$ cat src/rtl/mcard_cfg.svh
// Constants of the matrix card control block: sizes, memory layout, timing.
// Assumes inclusion by bare name from every file that needs them.
`ifndef MCARD_CFG_SVH
`define MCARD_CFG_SVH

// Relay shift chain shape
`define REG_COUNT      12
`define REG_WIDTH      8

// Identification store layout
`define ROM_DEPTH      16
`define ROM_IDENT_ADDR 0
`define ROM_ROWS_ADDR  1
`define ROM_COLS_ADDR  2
`define ROM_REGS_ADDR  3
`define MATRIX_ROWS    8'h08
`define MATRIX_COLS    8'h0C
`define ROM_BLANK      8'h00

// Timing: reference clock and power-up hold-off
`define REF_CLK_MHZ    10
`define PWRUP_TIME_US  100
`define PWRUP_CYCLES   (`PWRUP_TIME_US * `REF_CLK_MHZ)

`endif

$ cat src/rtl/mcard_pkg.sv
// Types shared by the matrix card control modules.
// Assumes nothing beyond a SystemVerilog compiler.
package mcard_pkg;

  // One stored or shifted byte
  typedef logic [7:0] byte_t;

  // Power-up safeguard progress
  typedef enum logic [1:0] {
    PWR_WAIT,
    ARMED,
    LIVE
  } guard_state_t;

endpackage

$ cat src/rtl/ident_if.sv
// Carrier between the control core and the identification reader.
// Assumes all events are single ref_clk pulses already synchronised.
interface ident_if;
  logic clkFall;    // Link clock falling edge seen
  logic advLoad;    // Advance-byte falling edge seen
  logic ptrClear;   // Pointer clear level, synchronised
  logic selActive;  // Card selected
  logic serialBit;  // Identification bit to the pin

  modport ctrl   (output clkFall, output advLoad, output ptrClear, output selActive,
                  input serialBit);
  modport reader (input clkFall, input advLoad, input ptrClear, input selActive,
                  output serialBit);
endinterface

$ cat src/rtl/ident_reader.sv
// Identification store, byte pointer and parallel-to-serial register.
// Assumes events on the carrier are one-cycle pulses on ref_clk.
`include "mcard_cfg.svh"

module ident_reader #(
  parameter int              ROM_DEPTH  = `ROM_DEPTH,
  parameter mcard_pkg::byte_t IDENT_CODE = 8'hA5  // Arbitrary card code
) (
  input wire logic ref_clk,    // Reference clock
  input wire logic nrst,       // Synchronous reset, active low
  ident_if.reader  bus         // Events in, serial bit out
);

  localparam int PW = $clog2(ROM_DEPTH);

  mcard_pkg::byte_t romMem [ROM_DEPTH];  // Card code and config table
  logic [PW-1:0]    ptr_reg;             // Byte pointer
  mcard_pkg::byte_t shift_reg;           // Parallel-to-serial register
  logic             out_reg;             // Serial output flop

  // ----------------------------------------------------------------
  // Stored contents
  // ----------------------------------------------------------------
  // Fixed table; card code first, then matrix shape
  always_comb begin
    for (int i = 0; i < ROM_DEPTH; i++) begin
      romMem[i] = `ROM_BLANK;
    end
    romMem[`ROM_IDENT_ADDR] = IDENT_CODE;
    romMem[`ROM_ROWS_ADDR]  = `MATRIX_ROWS;
    romMem[`ROM_COLS_ADDR]  = `MATRIX_COLS;
    romMem[`ROM_REGS_ADDR]  = 8'(`REG_COUNT);
  end

  // ----------------------------------------------------------------
  // Byte pointer
  // ----------------------------------------------------------------
  // Clear wins over advance; wraps at the end of the store
  always_ff @(posedge ref_clk) begin
    if (!nrst) begin
      ptr_reg <= '0;
    end else if (bus.selActive && bus.ptrClear) begin
      ptr_reg <= '0;
    end else if (bus.selActive && bus.advLoad) begin
      ptr_reg <= ptr_reg + 1'b1;
    end
  end

  // ----------------------------------------------------------------
  // Parallel load and serial shift, MSB first
  // ----------------------------------------------------------------
  always_ff @(posedge ref_clk) begin
    if (!nrst) begin
      shift_reg <= '0;
    end else if (bus.selActive && bus.advLoad) begin
      shift_reg <= romMem[ptr_reg];
    end else if (bus.selActive && bus.clkFall) begin
      shift_reg <= {shift_reg[6:0], 1'b0};
    end
  end

  // Store only drives while the card is selected
  always_ff @(posedge ref_clk) begin
    if (!nrst) begin
      out_reg <= 1'b0;
    end else begin
      out_reg <= bus.selActive & shift_reg[7];
    end
  end

  assign bus.serialBit = out_reg;
endmodule

$ cat src/rtl/matrix_card_serial_control.sv
// Serial control core of a dual four-by-twelve relay matrix card.
// Assumes all link lines come from another clock domain and are slow
// against ref_clk; the link clock is sampled, not used as a clock.
//
// Overview of operation
// Card code and table held in store
// Card select low enables store readout
// Pointer, advance and clear pick loaded byte
// One identification bit per link clock
// Host keeps clear low after first byte
// Host reads identification before configuration; the bench sends one train and strobe in the hold-off first
// Config bits shift through twelve registers
// Relays change only on strobe
// One bit drives inverting driver low
// Outputs held off during power up
// Gate latch cleared by reset, set by strobe
// First strobe after delay opens gate
// Host pulses clear high per sequence
// Host pulses advance low per byte
// Host strobes once after full train
// Chain bit order fixed and documented
// Eight-bit registers shift on rising clock
`include "mcard_cfg.svh"

module matrix_card_serial_control #(
  parameter int REGS  = `REG_COUNT,   // Registers in the chain
  parameter int WIDTH = `REG_WIDTH    // Bits per register
) (
  input  wire logic                  ref_clk,          // Reference clock, 10 MHz
  input  wire logic                  nrst,             // Power-up reset, active low
  input  wire logic                  cardSelectN,      // Card select, active low
  input  wire logic                  linkClk,          // Mainframe serial clock
  input  wire logic                  nextByteN,        // Advance byte, low pulse
  input  wire logic                  bytePointerClear, // Pointer clear, high pulse
  input  wire logic                  relayData,        // Serial relay bits
  input  wire logic                  strobe,           // Apply config, high pulse
  output logic                       identSerialOut,   // Serial identification bits
  output logic [REGS*WIDTH-1:0]      relayDriveN,      // Drivers, low energises
  output logic                       gateActive        // Output gate state
);

  localparam int NB = REGS * WIDTH;
  localparam int NS = 6;

  // Input bit positions in the synchroniser vectors
  localparam int I_STB = 0;
  localparam int I_DAT = 1;
  localparam int I_CLR = 2;
  localparam int I_ADV = 3;
  localparam int I_CLK = 4;
  localparam int I_SEL = 5;

  logic [NS-1:0]           meta_reg;           // First synchroniser stage
  logic [NS-1:0]           sync_reg;           // Second synchroniser stage
  logic [NS-1:0]           prev_reg;           // Edge history
  logic                    clkRise;            // Link clock rising
  logic                    clkFall;            // Link clock falling
  logic                    strobeRise;         // Strobe rising
  logic [WIDTH-1:0]        chain_reg [REGS];   // Cascaded shift registers
  logic [REGS:0]           carry;              // Serial link between registers
  logic [NB-1:0]           chainBits;          // Chain flattened
  logic [NB-1:0]           hold_reg;           // Strobed configuration
  logic [NB-1:0]           drive_reg;          // Driver outputs
  logic [15:0]             pwr_reg;            // Power-up delay counter
  logic                    pwrDone;            // Delay expired
  mcard_pkg::guard_state_t guard_reg;          // Safeguard state
  mcard_pkg::guard_state_t guard_next;         // Safeguard next state
  logic                    gate;               // Output gate enable

  ident_if ib ();                              // Link to identification reader

  // Edge helpers, used for several lines
  function automatic logic rose(input logic now, input logic was);
    return now & ~was;
  endfunction

  function automatic logic fell(input logic now, input logic was);
    return ~now & was;
  endfunction

  // ----------------------------------------------------------------
  // Input synchronisers
  // ----------------------------------------------------------------
  // Two flops per line; only prev_reg and logic read the second stage
  always_ff @(posedge ref_clk) begin
    if (!nrst) begin
      meta_reg <= 6'h3F;
      sync_reg <= 6'h3F;
      prev_reg <= 6'h3F;
    end else begin
      meta_reg <= {cardSelectN, linkClk, nextByteN, bytePointerClear, relayData, strobe};
      sync_reg <= meta_reg;
      prev_reg <= sync_reg;
    end
  end

  assign clkRise    = rose(sync_reg[I_CLK], prev_reg[I_CLK]);
  assign clkFall    = fell(sync_reg[I_CLK], prev_reg[I_CLK]);
  assign strobeRise = rose(sync_reg[I_STB], prev_reg[I_STB]);

  // ----------------------------------------------------------------
  // Identification readout
  // ----------------------------------------------------------------
  // Reset value of ones keeps a stray advance edge from firing at start
  assign ib.clkFall   = clkFall;
  assign ib.advLoad   = fell(sync_reg[I_ADV], prev_reg[I_ADV]);
  assign ib.ptrClear  = sync_reg[I_CLR];
  assign ib.selActive = ~sync_reg[I_SEL];

  ident_reader u_ident (
    .ref_clk (ref_clk),
    .nrst    (nrst),
    .bus     (ib.reader)
  );

  assign identSerialOut = ib.serialBit;

  // ----------------------------------------------------------------
  // Relay shift chain
  // ----------------------------------------------------------------
  // First bit sent ends in the top register's MSB
  assign carry[0] = sync_reg[I_DAT];

  for (genvar g = 0; g < REGS; g++) begin : gChain
    // Shift on link clock rising edge
    always_ff @(posedge ref_clk) begin
      if (!nrst) begin
        chain_reg[g] <= '0;
      end else if (clkRise) begin
        chain_reg[g] <= {chain_reg[g][WIDTH-2:0], carry[g]};
      end
    end
    assign carry[g+1]               = chain_reg[g][WIDTH-1];
    assign chainBits[g*WIDTH +: WIDTH] = chain_reg[g];
  end

  // Shifting never touches relays; only the strobe copies
  always_ff @(posedge ref_clk) begin
    if (!nrst) begin
      hold_reg <= '0;
    end else if (strobeRise) begin
      hold_reg <= chainBits;
    end
  end

  // ----------------------------------------------------------------
  // Power-up safeguard
  // ----------------------------------------------------------------
  // Stands in for the charging RC; counts once after reset
  always_ff @(posedge ref_clk) begin
    if (!nrst) begin
      pwr_reg <= '0;
    end else if (!pwrDone) begin
      pwr_reg <= pwr_reg + 1'b1;
    end
  end

  assign pwrDone = (pwr_reg == 16'(`PWRUP_CYCLES));

  // Gate latch: strobes during the delay are ignored, then sticks
  always_comb begin
    guard_next = guard_reg;
    unique case (guard_reg)
      mcard_pkg::PWR_WAIT: if (pwrDone) begin
        guard_next = mcard_pkg::ARMED;
      end
      mcard_pkg::ARMED: if (strobeRise) begin
        guard_next = mcard_pkg::LIVE;
      end
      mcard_pkg::LIVE: guard_next = mcard_pkg::LIVE;
    endcase
  end

  always_ff @(posedge ref_clk) begin
    if (!nrst) begin
      guard_reg <= mcard_pkg::PWR_WAIT;
    end else begin
      guard_reg <= guard_next;
    end
  end

  assign gate       = (guard_reg == mcard_pkg::LIVE);
  assign gateActive = gate;

  // ----------------------------------------------------------------
  // Inverting relay drivers
  // ----------------------------------------------------------------
  // A one bit pulls its driver low; gate low keeps all released
  always_ff @(posedge ref_clk) begin
    if (!nrst) begin
      drive_reg <= '1;
    end else begin
      drive_reg <= ~(hold_reg & {NB{gate}});
    end
  end

  assign relayDriveN = drive_reg;
endmodule

$ cat config.mk
export PLATFORM = sky130hd
export DESIGN_NAME = matrix_card_serial_control
export DESIGN_NICKNAME = d
export VERILOG_FILES = /design/src/rtl/mcard_pkg.sv /design/src/rtl/ident_if.sv /design/src/rtl/ident_reader.sv /design/src/rtl/matrix_card_serial_control.sv
export VERILOG_INCLUDE_DIRS = /design/src /design/src/rtl
export SDC_FILE = /design/constraint.sdc
export NUM_CORES = 1
export LEC_CHECK = 0
export ABC_CLOCK_PERIOD_IN_PS = 18400
export BUFFER_PORTS_ARGS = -buffer_cell sky130_fd_sc_hd__clkbuf_2
export CORE_MARGIN = 2
export CORE_UTILIZATION = 45
export DETAILED_ROUTE_END_ITERATION = 8
export SYNTH_ARGS = -nofsm -noshare
export SYNTH_HDL_FRONTEND = slang
export SYNTH_HIERARCHICAL = 1
export SYNTH_SLANG_ARGS = --single-unit
$ cat constraint.sdc
create_clock -name ref_clk -period 18.4 [get_ports ref_clk]
set_input_delay 0.92 -clock ref_clk [delete_from_list [all_inputs] [get_ports ref_clk]]
set_output_delay 0.92 -clock ref_clk [all_outputs]
set_load 0.005 [all_outputs]
* After elaboration in Yosys (flattened, before gate mapping)
Memories as Yosys holds them, arrays and structs flattened.
Cells that the tools add are included.
** Word-level totals
- Register bits :: 240
- Memory bits (writable) :: 96
- ROM bits :: 128
- Output and inout port bits :: 98
- Logic and storage cells :: 76
- Memories :: 2
** Cells by class
- Add/subtract/negate cells :: 2
- Order comparisons :: 1
- Eq/ne operators :: 5
- Muxes and demuxes :: 23
- Bitwise operators :: 26
- Reduce and logical (&&, ||, !) cells :: 7
** Memory list
- (name not given) :: words 16, bits a word 8, read ports 1, clocked after Yosys merged registers in 0, write ports 0, line ident_reader.sv:56 : shift_reg <= romMem[ptr_reg];
- chain_reg :: words 12, bits a word 8, read ports 12, clocked after Yosys merged registers in 0, write ports 12, line matrix_card_serial_control.sv:59 : logic [WIDTH-1:0] chain_reg [REGS];
** Operator list (count)
- 8-bit 2-to-1 mux :: 16
- 96-bit bitwise AND :: 1
- 96-bit NOT :: 1
- 16-bit by 1-bit adder with 16-bit output (second input constant) :: 1
- 16-bit by 10-bit equality test with 1-bit output (second input constant) :: 1
- 1-bit OR :: 12
- 1-bit NOT :: 6
- 2-bit one-hot mux with 3 select lines :: 1
- 1-bit bitwise AND :: 5
- 5-bit >= comparator (second input constant) :: 1
- 4-bit NOT with 5-bit output :: 1
- 4-bit by 1-bit adder with 4-bit output (second input constant) :: 1
- 1-bit 2-to-1 mux :: 4
- 2-bit 2-to-1 mux :: 2
- 2-bit inequality test (second input constant) :: 2
- 1-bit logical AND :: 3
- 2-bit by 1-bit equality test with 1-bit output (second input constant) :: 1
- 2-bit equality test (second input constant) :: 1
- 2-bit zero test :: 1
- 2-bit AND reduction :: 1
- 2-bit nonzero test :: 1
- 2-bit OR reduction :: 1

* Logic depth before layout (Yosys ltp)
Gate-level depths: netlist of run 1.
- Depth in word-level cells :: 6
- Mapped depth :: 7
- Mapped depth without buffers :: 6

* Cells and area by module
Netlist of run 1, hierarchy kept.
** Modules (own cells, without submodules)
- matrix_card_serial_control :: instances 1, cells each 968, area an instance 10446.3 µm²
- ident_reader :: instances 1, cells each 66, area an instance 606.8 µm²

* Least setup slack after synthesis of run 1
Ideal clock, no wire load.
- Path type :: register -> register
- Start :: register sync_reg[4]
- End :: memory chain_reg[0][0] (netlist bit), enable pin
- Library setup time :: 0.683 ns
- Arrival :: 7.101 ns
- Required time :: 17.717 ns
- Setup slack :: 10.616 ns
- Stages on the path, launching flop included :: 3
- Period minus slack after synthesis :: 7.784 ns
- Cell sequence :: dfxtp_1 > inv_1 > o21ai_0
** RTL lines
- start, declared :: line matrix_card_serial_control.sv:54 : logic [NS-1:0] sync_reg;
- start signal, assigned :: line matrix_card_serial_control.sv:92 : sync_reg <= meta_reg;
- end, declared :: line matrix_card_serial_control.sv:59

==> results of run 1 <==
routing by layer:
layer	part of all wire (%)	vias up	global-route usage, %
met4	2.6	0	5.44
li1	-	3546	-
met2	44	116	23.7
met3	4.2	36	3.23
met5	0	-	0
met1	49	3267	21.7
logic make-up after synthesis:
group	after synthesis	share of synthesized area, %
AO/OA/AOI/OAI	131	6.31
flip-flops	334	69.2
XOR/XNOR	11	0.872
AND/OR/NAND/NOR	474	19.9
adder cells (fa/ha/maj)	9	1.02
multiplexers	1	0.0906
buffers and inverters	74	2.63
stage by stage:
stage	cell area (sq um)	setup slack, ps	hold slack (ps)
4_1_cts	12900	15840	372
6_report	12900	15840	363
5_1_grt	12900	15680	382
3_5_place_dp	11800	15280	366
2_1_floorplan	11100	10620	358
3_3_place_gp	11800	15320	364
Yosys cell counts, types with 7 or more instances:
| cell | count |
|---|---|
| inv_1 | 10 |
| and2_1 | 99 |
| nor2_1 | 14 |
| nand2_1 | 299 |
| nand2b_1 | 16 |
| a21oi_1 | 107 |
| dfxtp_1 | 238 |
| clkbuf_1 | 51 |
| o21ai_0 | 11 |
| ha_1 | 9 |
| buf_1 | 7 |
| nand3_1 | 7 |
| nor2b_1 | 10 |
| edfxtp_1 | 96 |
area by class of cell:
type / count / area [sq um] / share of cell area [%]
sequential: 334 / 7650 / 59.2
multi-input combinational: 626 / 3150 / 24.4
clock buffer: 51 / 1050 / 8.11
timing repair buffer: 110 / 563 / 4.36
tap: 324 / 405 / 3.14
clock inverter: 10 / 51.3 / 0.397
inverter: 11 / 43.8 / 0.339
worst max-delay path, delay by kind of cell:
kind            cells  cell delay (ps)
compound gates      1              530
buf+inv             2             1180
cells in the final DEF, fill, tap and decap left out, types with 10 or more instances in the layout:
cell type,count
a21oi_1,107
and2_1,98
clkbuf_16,36
clkbuf_2,105
dfxtp_1,238
edfxtp_1,96
inv_1,10
nand2_1,299
nand2b_1,15
nor2_1,14
o21ai_0,10
power by group through the flow:
stage          sequential [uW]  combinational (uW)  clock (uW)
2_1_floorplan              796                25.4           0
5_1_grt                    782                37.9         714
3_5_place_dp               797                33.4           0
6_report                   781                32.8         666
3_3_place_gp               797                32.8           0
4_1_cts                    781                33.6         684
worst paths after layout:
check | from | to | slack, ps | cells past startpoint
worst max-delay path | nrst | chain_reg[1][4] | 15840 | 3
worst min-delay path | hold_reg[37] | relayDriveN[37] | 360 | 1
worst max register to register | sync_reg[4] | chain_reg[1][4] | 15930 | 3
worst min register to register | hold_reg[37] | relayDriveN[37] | 360 | 1
==> results.cfg, run 1 <==
[outcome]
status = finished clean

[timing]
drv_slew = 0
fin_setup_tns_ps = 0
fmax_mhz = 391
finalWorstPathRequiredPeriod_ps = 2560
finalSetupViolCount = 0
fin_crit_sh_pct = 13.9
worst_slew_pin_slew_ps = 1100
hold_viol = 0
rsz0062_at_grt = false
slew_headroom_pct = 26.7
finClkSkew_ps = 21.2

[yosys]
synth_fp_nets = 1051
synth.area.top_cells = dfxtp_1, edfxtp_1, nand2_1
ys_warn_count = 6
synth_top_area_share_pct = 43.1
synthArstFlopShare_pct = 0
ys_ff_latch = 334
netlist.top_cell.by_area = dfxtp_1
ys.flop_type = dfxtp_1
synth_edf_count = 96
synthCells = 1034
ys_seq_area_share_pct = 69.2
synth.distinct_cells = 43
syn_area_sq_um = 11100
avgSynthCellArea_sq_um = 10.7

[critical_path]
worst_ep_arrival_time_ps = 2680
path_cells = clkbuf_2 > o21ai_4 > buf_4
crit_required_ps = 18520
slowest_stage = buf_4
cp-end-kind = flip-flop
cp_slowest_stage_delay_ps = 810
critPathMaxFanout = 64
criticalPathCategory = in2reg
crit_path_start_kind = primary input

[global_route]
gr-total-overflow = 0
grt_pass1_wl_um = 32800
antenna_found_initial = 0
grt_max_degree = 97
grtUsageTotal_pct = 15.4
grt_pass1_vias = 6727

[final_layout]
area_delta_synth_final_pct = 16.8
fin_cells = 1466
fill_cells = 2300
n_antenna_cell = 0
post-route-util_pct = 53.2
drive_gt1_share_pct = 15.5
nets = 1134

[placement]
port_buffers = 105
gp_congestion = 0.713
dp.cells = 1405
hpwl_um = 10800

[clocking]
hold_buffers = 0
cts_resized = 0
htree_levels = 2
numCtsBuffers = 34
root_buffer = clkbuf_16
worstSkewPairLatency_ps = 510
clkTransAtPathRegs_ps = 60
post_cts_buffers = 0
cts_sinks = 334
clockBufferDepth = 3
cts_tree = done

[detailed_routing]
viasPerCell = 4.75
drt-pass1-iter-count = 4
ant_nets = 0
drt_iter0_markers = 300
drc = 0
wl_per_cell_um = 13.3
finalWirelength_um = 19500
vias = 6965

[die]
initial_core_util_pct = 45.6
die_area_sq_um = 25800
core_area_sq_um = 24200
num_rows = 57
die_x_um = 161
die_h_um = 161
io_pins = 106

[pwr]
p_sw_uw = 305
swShare_pct = 20.6
power.density_nw_per_um2 = 115
pwr-share-clk_pct = 45.0
peakVddDrop_mv = 0.0521
p_leak_uw = 0.00476
combPwrFrac_pct = 2.2
p_total_uw = 1480
p_int_uw = 1180
p_seq_share_pct = 52.8

[worst_hold_path]
hp-class = reg2reg

[job]
drv_cap = 0
Note: power is estimated with default switching activity, not from simulation.
==> run 2: changes to the inputs <==
Settings changed: ABC_AREA from default to 1, ABC_CLOCK_PERIOD_IN_PS 18400 to 2600.
Clock period 18.4 ns to 2.6 ns, I/O delays scaled along.
==> run 2 against run 1 <==
Effect of this change: clock power rose to 6.7 times the previous value; sequential power rose to 7.1 times the previous value; largest cell class unchanged; total power rose to 7.0 times the previous value; via count rose by 4.5%; cell count rose by 4.7%; critical path depth rose by 1; register-to-register slack got worse by 15000 ps.
==> results.cfg, run 2 <==
[critical_path]
cp-end-kind = primary output
criticalPathCategory = reg2out
r2r_cells = 5
crit_path_start_kind = flip-flop
critPathMaxFanout = 49
slowest_stage = ha_4
crit_required_ps = 2470
r2r_end = hold_reg[21]
worst_ep_arrival_time_ps = 2000
r2r-start = sync_reg[0]
cp_slowest_stage_delay_ps = 550
rrSetupSlack_ps = 920
path_cells = inv_1 > ha_4 > buf_4 > clkbuf_2
critical_path.top_delay_family = buffers and inverters
crit_buf_inv = 3

[yosys]
synth_edf_count = 96
synthArstFlopShare_pct = 0
yosysMostFrequentCell = dfxtp_1
synth_top_area_share_pct = 42.4
ys_seq_area_share_pct = 68.1
synthCells = 1091
synth_common_cells = dfxtp_1, nor2_1, inv_1, a21oi_1, nand3_1
synth.distinct_cells = 31
synth_fp_nets = 1108
synth.area.top_cells = dfxtp_1, edfxtp_1, a21oi_1
avgSynthCellArea_sq_um = 10.3
ys_warn_count = 6
syn_area_sq_um = 11200
netlist.top_cell.by_area = dfxtp_1
ys.flop_type = dfxtp_1
ys_ff_latch = 334

[timing]
slew_headroom_pct = 36.1
worst_slew_pin_slew_ps = 959
hold_viol = 0
finClkSkew_ps = 17.0
finalWorstPathRequiredPeriod_ps = 2130
fin_crit_sh_pct = 82.0
finalSetupViolCount = 0
drv_slew = 0
fin_setup_tns_ps = 0
fmax_mhz = 469
rsz0062_at_grt = false

[detailed_routing]
drt_iter0_markers = 496
finalWirelength_um = 19400
drt-pass1-iter-count = 4
drc = 0
viasPerCell = 4.74
wl_per_cell_um = 12.7
ant_nets = 0
vias = 7275

[clocking]
cts_resized = 0
root_buffer = clkbuf_16
numCtsBuffers = 34
htree_levels = 2
clockBufferDepth = 3
clkTransAtPathRegs_ps = 60
cts_tree = done
worstSkewPairLatency_ps = 510
cts_sinks = 334

[die]
io_pins = 106
num_rows = 57
initial_core_util_pct = 46.1
die_x_um = 162
die_h_um = 162
die_area_sq_um = 26300
core_area_sq_um = 24400

[placement]
hpwl_um = 11400
gp_congestion = 0.709
port_buffers = 105

[global_route]
gr-total-overflow = 0
grtUsageTotal_pct = 15.1
antenna_found_initial = 0
grt_pass1_wl_um = 32700
grt_max_degree = 103
grt_pass1_vias = 6722

[final_layout]
nets = 1202
n_antenna_cell = 0
mostFrequentLayoutCell = dfxtp_1
drive_gt1_share_pct = 17.2
final_cell_mix = dfxtp_1, nor2_1, inv_1
post-route-util_pct = 53.9
area_delta_synth_final_pct = 16.9

[pwr]
p_leak_uw = 0.00522
peakVddDrop_mv = 0.429
power.density_nw_per_um2 = 793

[job]
drv_cap = 0

[worst_hold_path]
min_to = meta_reg[0]
min_from = strobe
hp-class = in2reg
hold_depth = 3

[outcome]
status = finished clean
[run 2: worst max path at each step]
| stage | cells after the start | slack [ps] | from | endpoint |
|---|---|---|---|---|
| after floorplan | 2 | 210 | sync_reg[4] | chain_reg[0][0] |
| after global placement | 4 | 960 | nrst | hold_reg[45] |
| after detailed placement | 5 | 910 | sync_reg[0] | hold_reg[16] |
| after CTS | 4 | 420 | guard_reg[0] | gateActive |
| after global routing | 4 | 310 | guard_reg[0] | gateActive |
| final | 4 | 470 | guard_reg[0] | gateActive |
[run 2: cell type report]
| cell class | instances | area (sq um) |
|---|---|---|
| fill | 2240 | 11300 |
| sequential | 334 | 7650 |
| multi-input combinational | 558 | 2820 |
| clock buffer | 42 | 891 |
| timing repair buffer | 125 | 737 |
| inverter | 132 | 495 |
| tap | 324 | 405 |
| clock inverter | 20 | 140 |
[run 2: power by group]
group          leakage (uW)  switching, uW  internal, uW
clock              0.000503           1930          2550
combinational       0.00178            268           116
sequential          0.00293           58.4          5500
total               0.00522           2260          8170
[run 2: stage by stage]
| step | power, uW | setup slack [ps] | hold slack (ps) | instances | cell area, sq um |
|---|---|---|---|---|---|
| final | 10400 | 467 | 350 | 1535 | 13100 |
| after global routing | 10900 | 315 | 353 | 1535 | 13100 |
| after CTS | 10600 | 420 | 331 | 1535 | 13100 |
| after detailed placement | 6050 | 909 | 320 | 1466 | 12000 |
| after global placement | 6040 | 957 | 319 | 1466 | 12000 |
| after floorplan | 5950 | 206 | 230 | 1091 | 11200 |
[run 2: logic make-up after synthesis]
kind of cell / Yosys count / share of synthesized area [%]
simple gates: 321 / 13.4
compound gates: 225 / 10.1
buf+inv: 199 / 7.20
fa+ha+maj: 9 / 1.00
xor+xnor: 3 / 0.234
flops: 334 / 68.1
[run 2: per-layer routing]
metal | up-vias | global-route usage, % | share of wire (%)
li1 | 3769 | - | -
met2 | 128 | 22.4 | 42
met3 | 27 | 3.22 | 4.2
met5 | - | 0 | 0
met1 | 3351 | 22.0 | 52
met4 | 0 | 4.95 | 2.0
[run 2: what timing repair did]
item                                   in CTS  in global routing
hold buffers                                7                  0
endpoints found under the hold margin      34                  0
setup buffers                               0                  0
[run 2: worst reg2reg max path: cells and delay by family (launching register included)]
kind            cells  cell delay, ps
buf+inv             2             540
simple gates        1             420
compound gates      2             330
flops               1             320
==> run 3: changes to the inputs <==
Settings changed: ABC_CLOCK_PERIOD_IN_PS 2600 to 1850, PLACE_DENSITY from default to 0.66.
Clock period 2.6 ns to 1.85 ns, I/O delays scaled along.
==> run 3 against run 2 <==
Effect of this change: total power increased by 43%; core utilization increased by 0.41 points; combinational power increased by 44%; global-route usage increased by 0.22 points; first-iteration DRC count decreased by 18%; flip-flop and latch count unchanged; wire length increased by 1.3%; critical path type is now reg2reg; critical endpoint is now pwr_reg[12].
==> results.cfg, run 3 (synthesis gave the netlist of run 2 again) <==
[clocking]
cts_tree = done
clockBufferDepth = 3
htree_levels = 2
cts_resized = 0
worstSkewPairLatency_ps = 500
numCtsBuffers = 35
clkTransAtPathRegs_ps = 60
cts_sinks = 334
hold_buffers = 7
post_cts_buffers = 0
root_buffer = clkbuf_16

[global_route]
grtUsageTotal_pct = 15.3
grt_pass1_wl_um = 33300
grt_pass1_vias = 6850
gr-total-overflow = 0
antenna_found_initial = 0
grt_max_degree = 114

[placement]
preCtsSetupSlack_ps = 406
hpwl_um = 11600
port_buffers = 105
gp_congestion = 0.802

[timing]
drv_slew = 0
worst_slew_pin_slew_ps = 503
finalWorstPathRequiredPeriod_ps = 1440
fin_ws_ps = 407
rsz0062_at_grt = false
fmax_mhz = 693
slew_headroom_pct = 66.5
fin_setup_tns_ps = 0
fin_crit_sh_pct = 78.0
finalSetupViolCount = 0
hold_viol = 0
finClkSkew_ps = 16.3

[critical_path]
r2r_cells = 8
r2r-start = pwr_reg[0]
crit_path_start_kind = flip-flop
critPathMaxFanout = 7
path_cells = ha_1 > nand2_1 > inv_2 > nand3_2 > nor2_4 > inv_1 > nor3_1 > nor2_1
worst_ep_arrival_time_ps = 1820
cp_slowest_stage_delay_ps = 400
criticalPathCategory = reg2reg
slowest_stage = dfxtp_1
rrSetupSlack_ps = 410
r2r_end = pwr_reg[12]
cp-end-kind = flip-flop
crit_required_ps = 2230

[final_layout]
nets = 1202
seq_area_sq_um = 7650
drive_gt1_share_pct = 17.5
final_cell_mix = dfxtp_1, nor2_1, inv_1
mostFrequentLayoutCell = dfxtp_1
area_delta_synth_final_pct = 17.8
n_antenna_cell = 0
fill_cells = 2186
post-route-util_pct = 54.3
multi_input_area_sq_um = 2820

[die]
die_x_um = 162
io_pins = 106
die_h_um = 162
num_rows = 57
die_area_sq_um = 26300
core_area_sq_um = 24400
initial_core_util_pct = 46.1

[detailed_routing]
finalWirelength_um = 19700
viasPerCell = 4.72
drt_iter0_markers = 407
drc = 0
vias = 7241
ant_nets = 0
wl_per_cell_um = 12.8
drt-pass1-iter-count = 4

[pwr]
peakVddDrop_mv = 0.685
p_leak_uw = 0.00526
power.density_nw_per_um2 = 1130

[job]
drv_cap = 0

[outcome]
status = finished clean

[worst_hold_path]
hp-class = in2reg
hold_depth = 3
min_from = relayData
min_to = meta_reg[1]
## run 3: how the worst max path moves through the flow
stage | from | cells after the start | to
final | pwr_reg[0] | 8 | pwr_reg[12]
after floorplan | sync_reg[4] | 2 | chain_reg[0][0]
after global routing | pwr_reg[0] | 8 | pwr_reg[12]
after global placement | sync_reg[4] | 3 | chain_reg[1][21]
after detailed placement | pwr_reg[0] | 8 | pwr_reg[12]
after CTS | pwr_reg[0] | 8 | pwr_reg[12]
## run 3: worst max-delay path, delay by kind of cell (launching register included)
family,cells,cell delay (ps)
buffers and inverters,2,160
and+or+nand+nor,5,570
adders and majority gates,1,210
DFF,1,400
## run 3: final cells by class
class / instances / area share, %
clock buffer: 49 / 7.65
clock inverter: 13 / 0.558
inverter: 132 / 3.74
multi-input combinational: 558 / 21.3
sequential: 334 / 57.8
tap: 324 / 3.06
timing repair buffer: 124 / 5.89
## run 3: per-layer routing
metal,wire length [um],global-route usage [%],up-vias
met4,468,5.23,0
li1,-,-,3757
met3,844,2.78,37
met5,0,0,-
met2,9020,24.9,126
met1,9360,20.7,3321
## run 3: stage by stage
stage	instances	total power [uW]	hold WS, ps	area [sq um]
global route	1534	15500	326	13200
CTS	1534	15100	300	13200
global placement	1465	8490	274	12100
detailed placement	1465	8510	277	12100
finish	1534	14900	330	13200
floorplan	1091	8360	192	11200
## run 3: power by group
| part | switching [uW] | internal (uW) | leakage, uW | total [uW] |
|---|---|---|---|---|
| Sequential | 81.3 | 7720 | 0.00293 | 7810 |
| Combinational | 381 | 171 | 0.00179 | 552 |
| Clock | 2700 | 3840 | 0.000537 | 6540 |
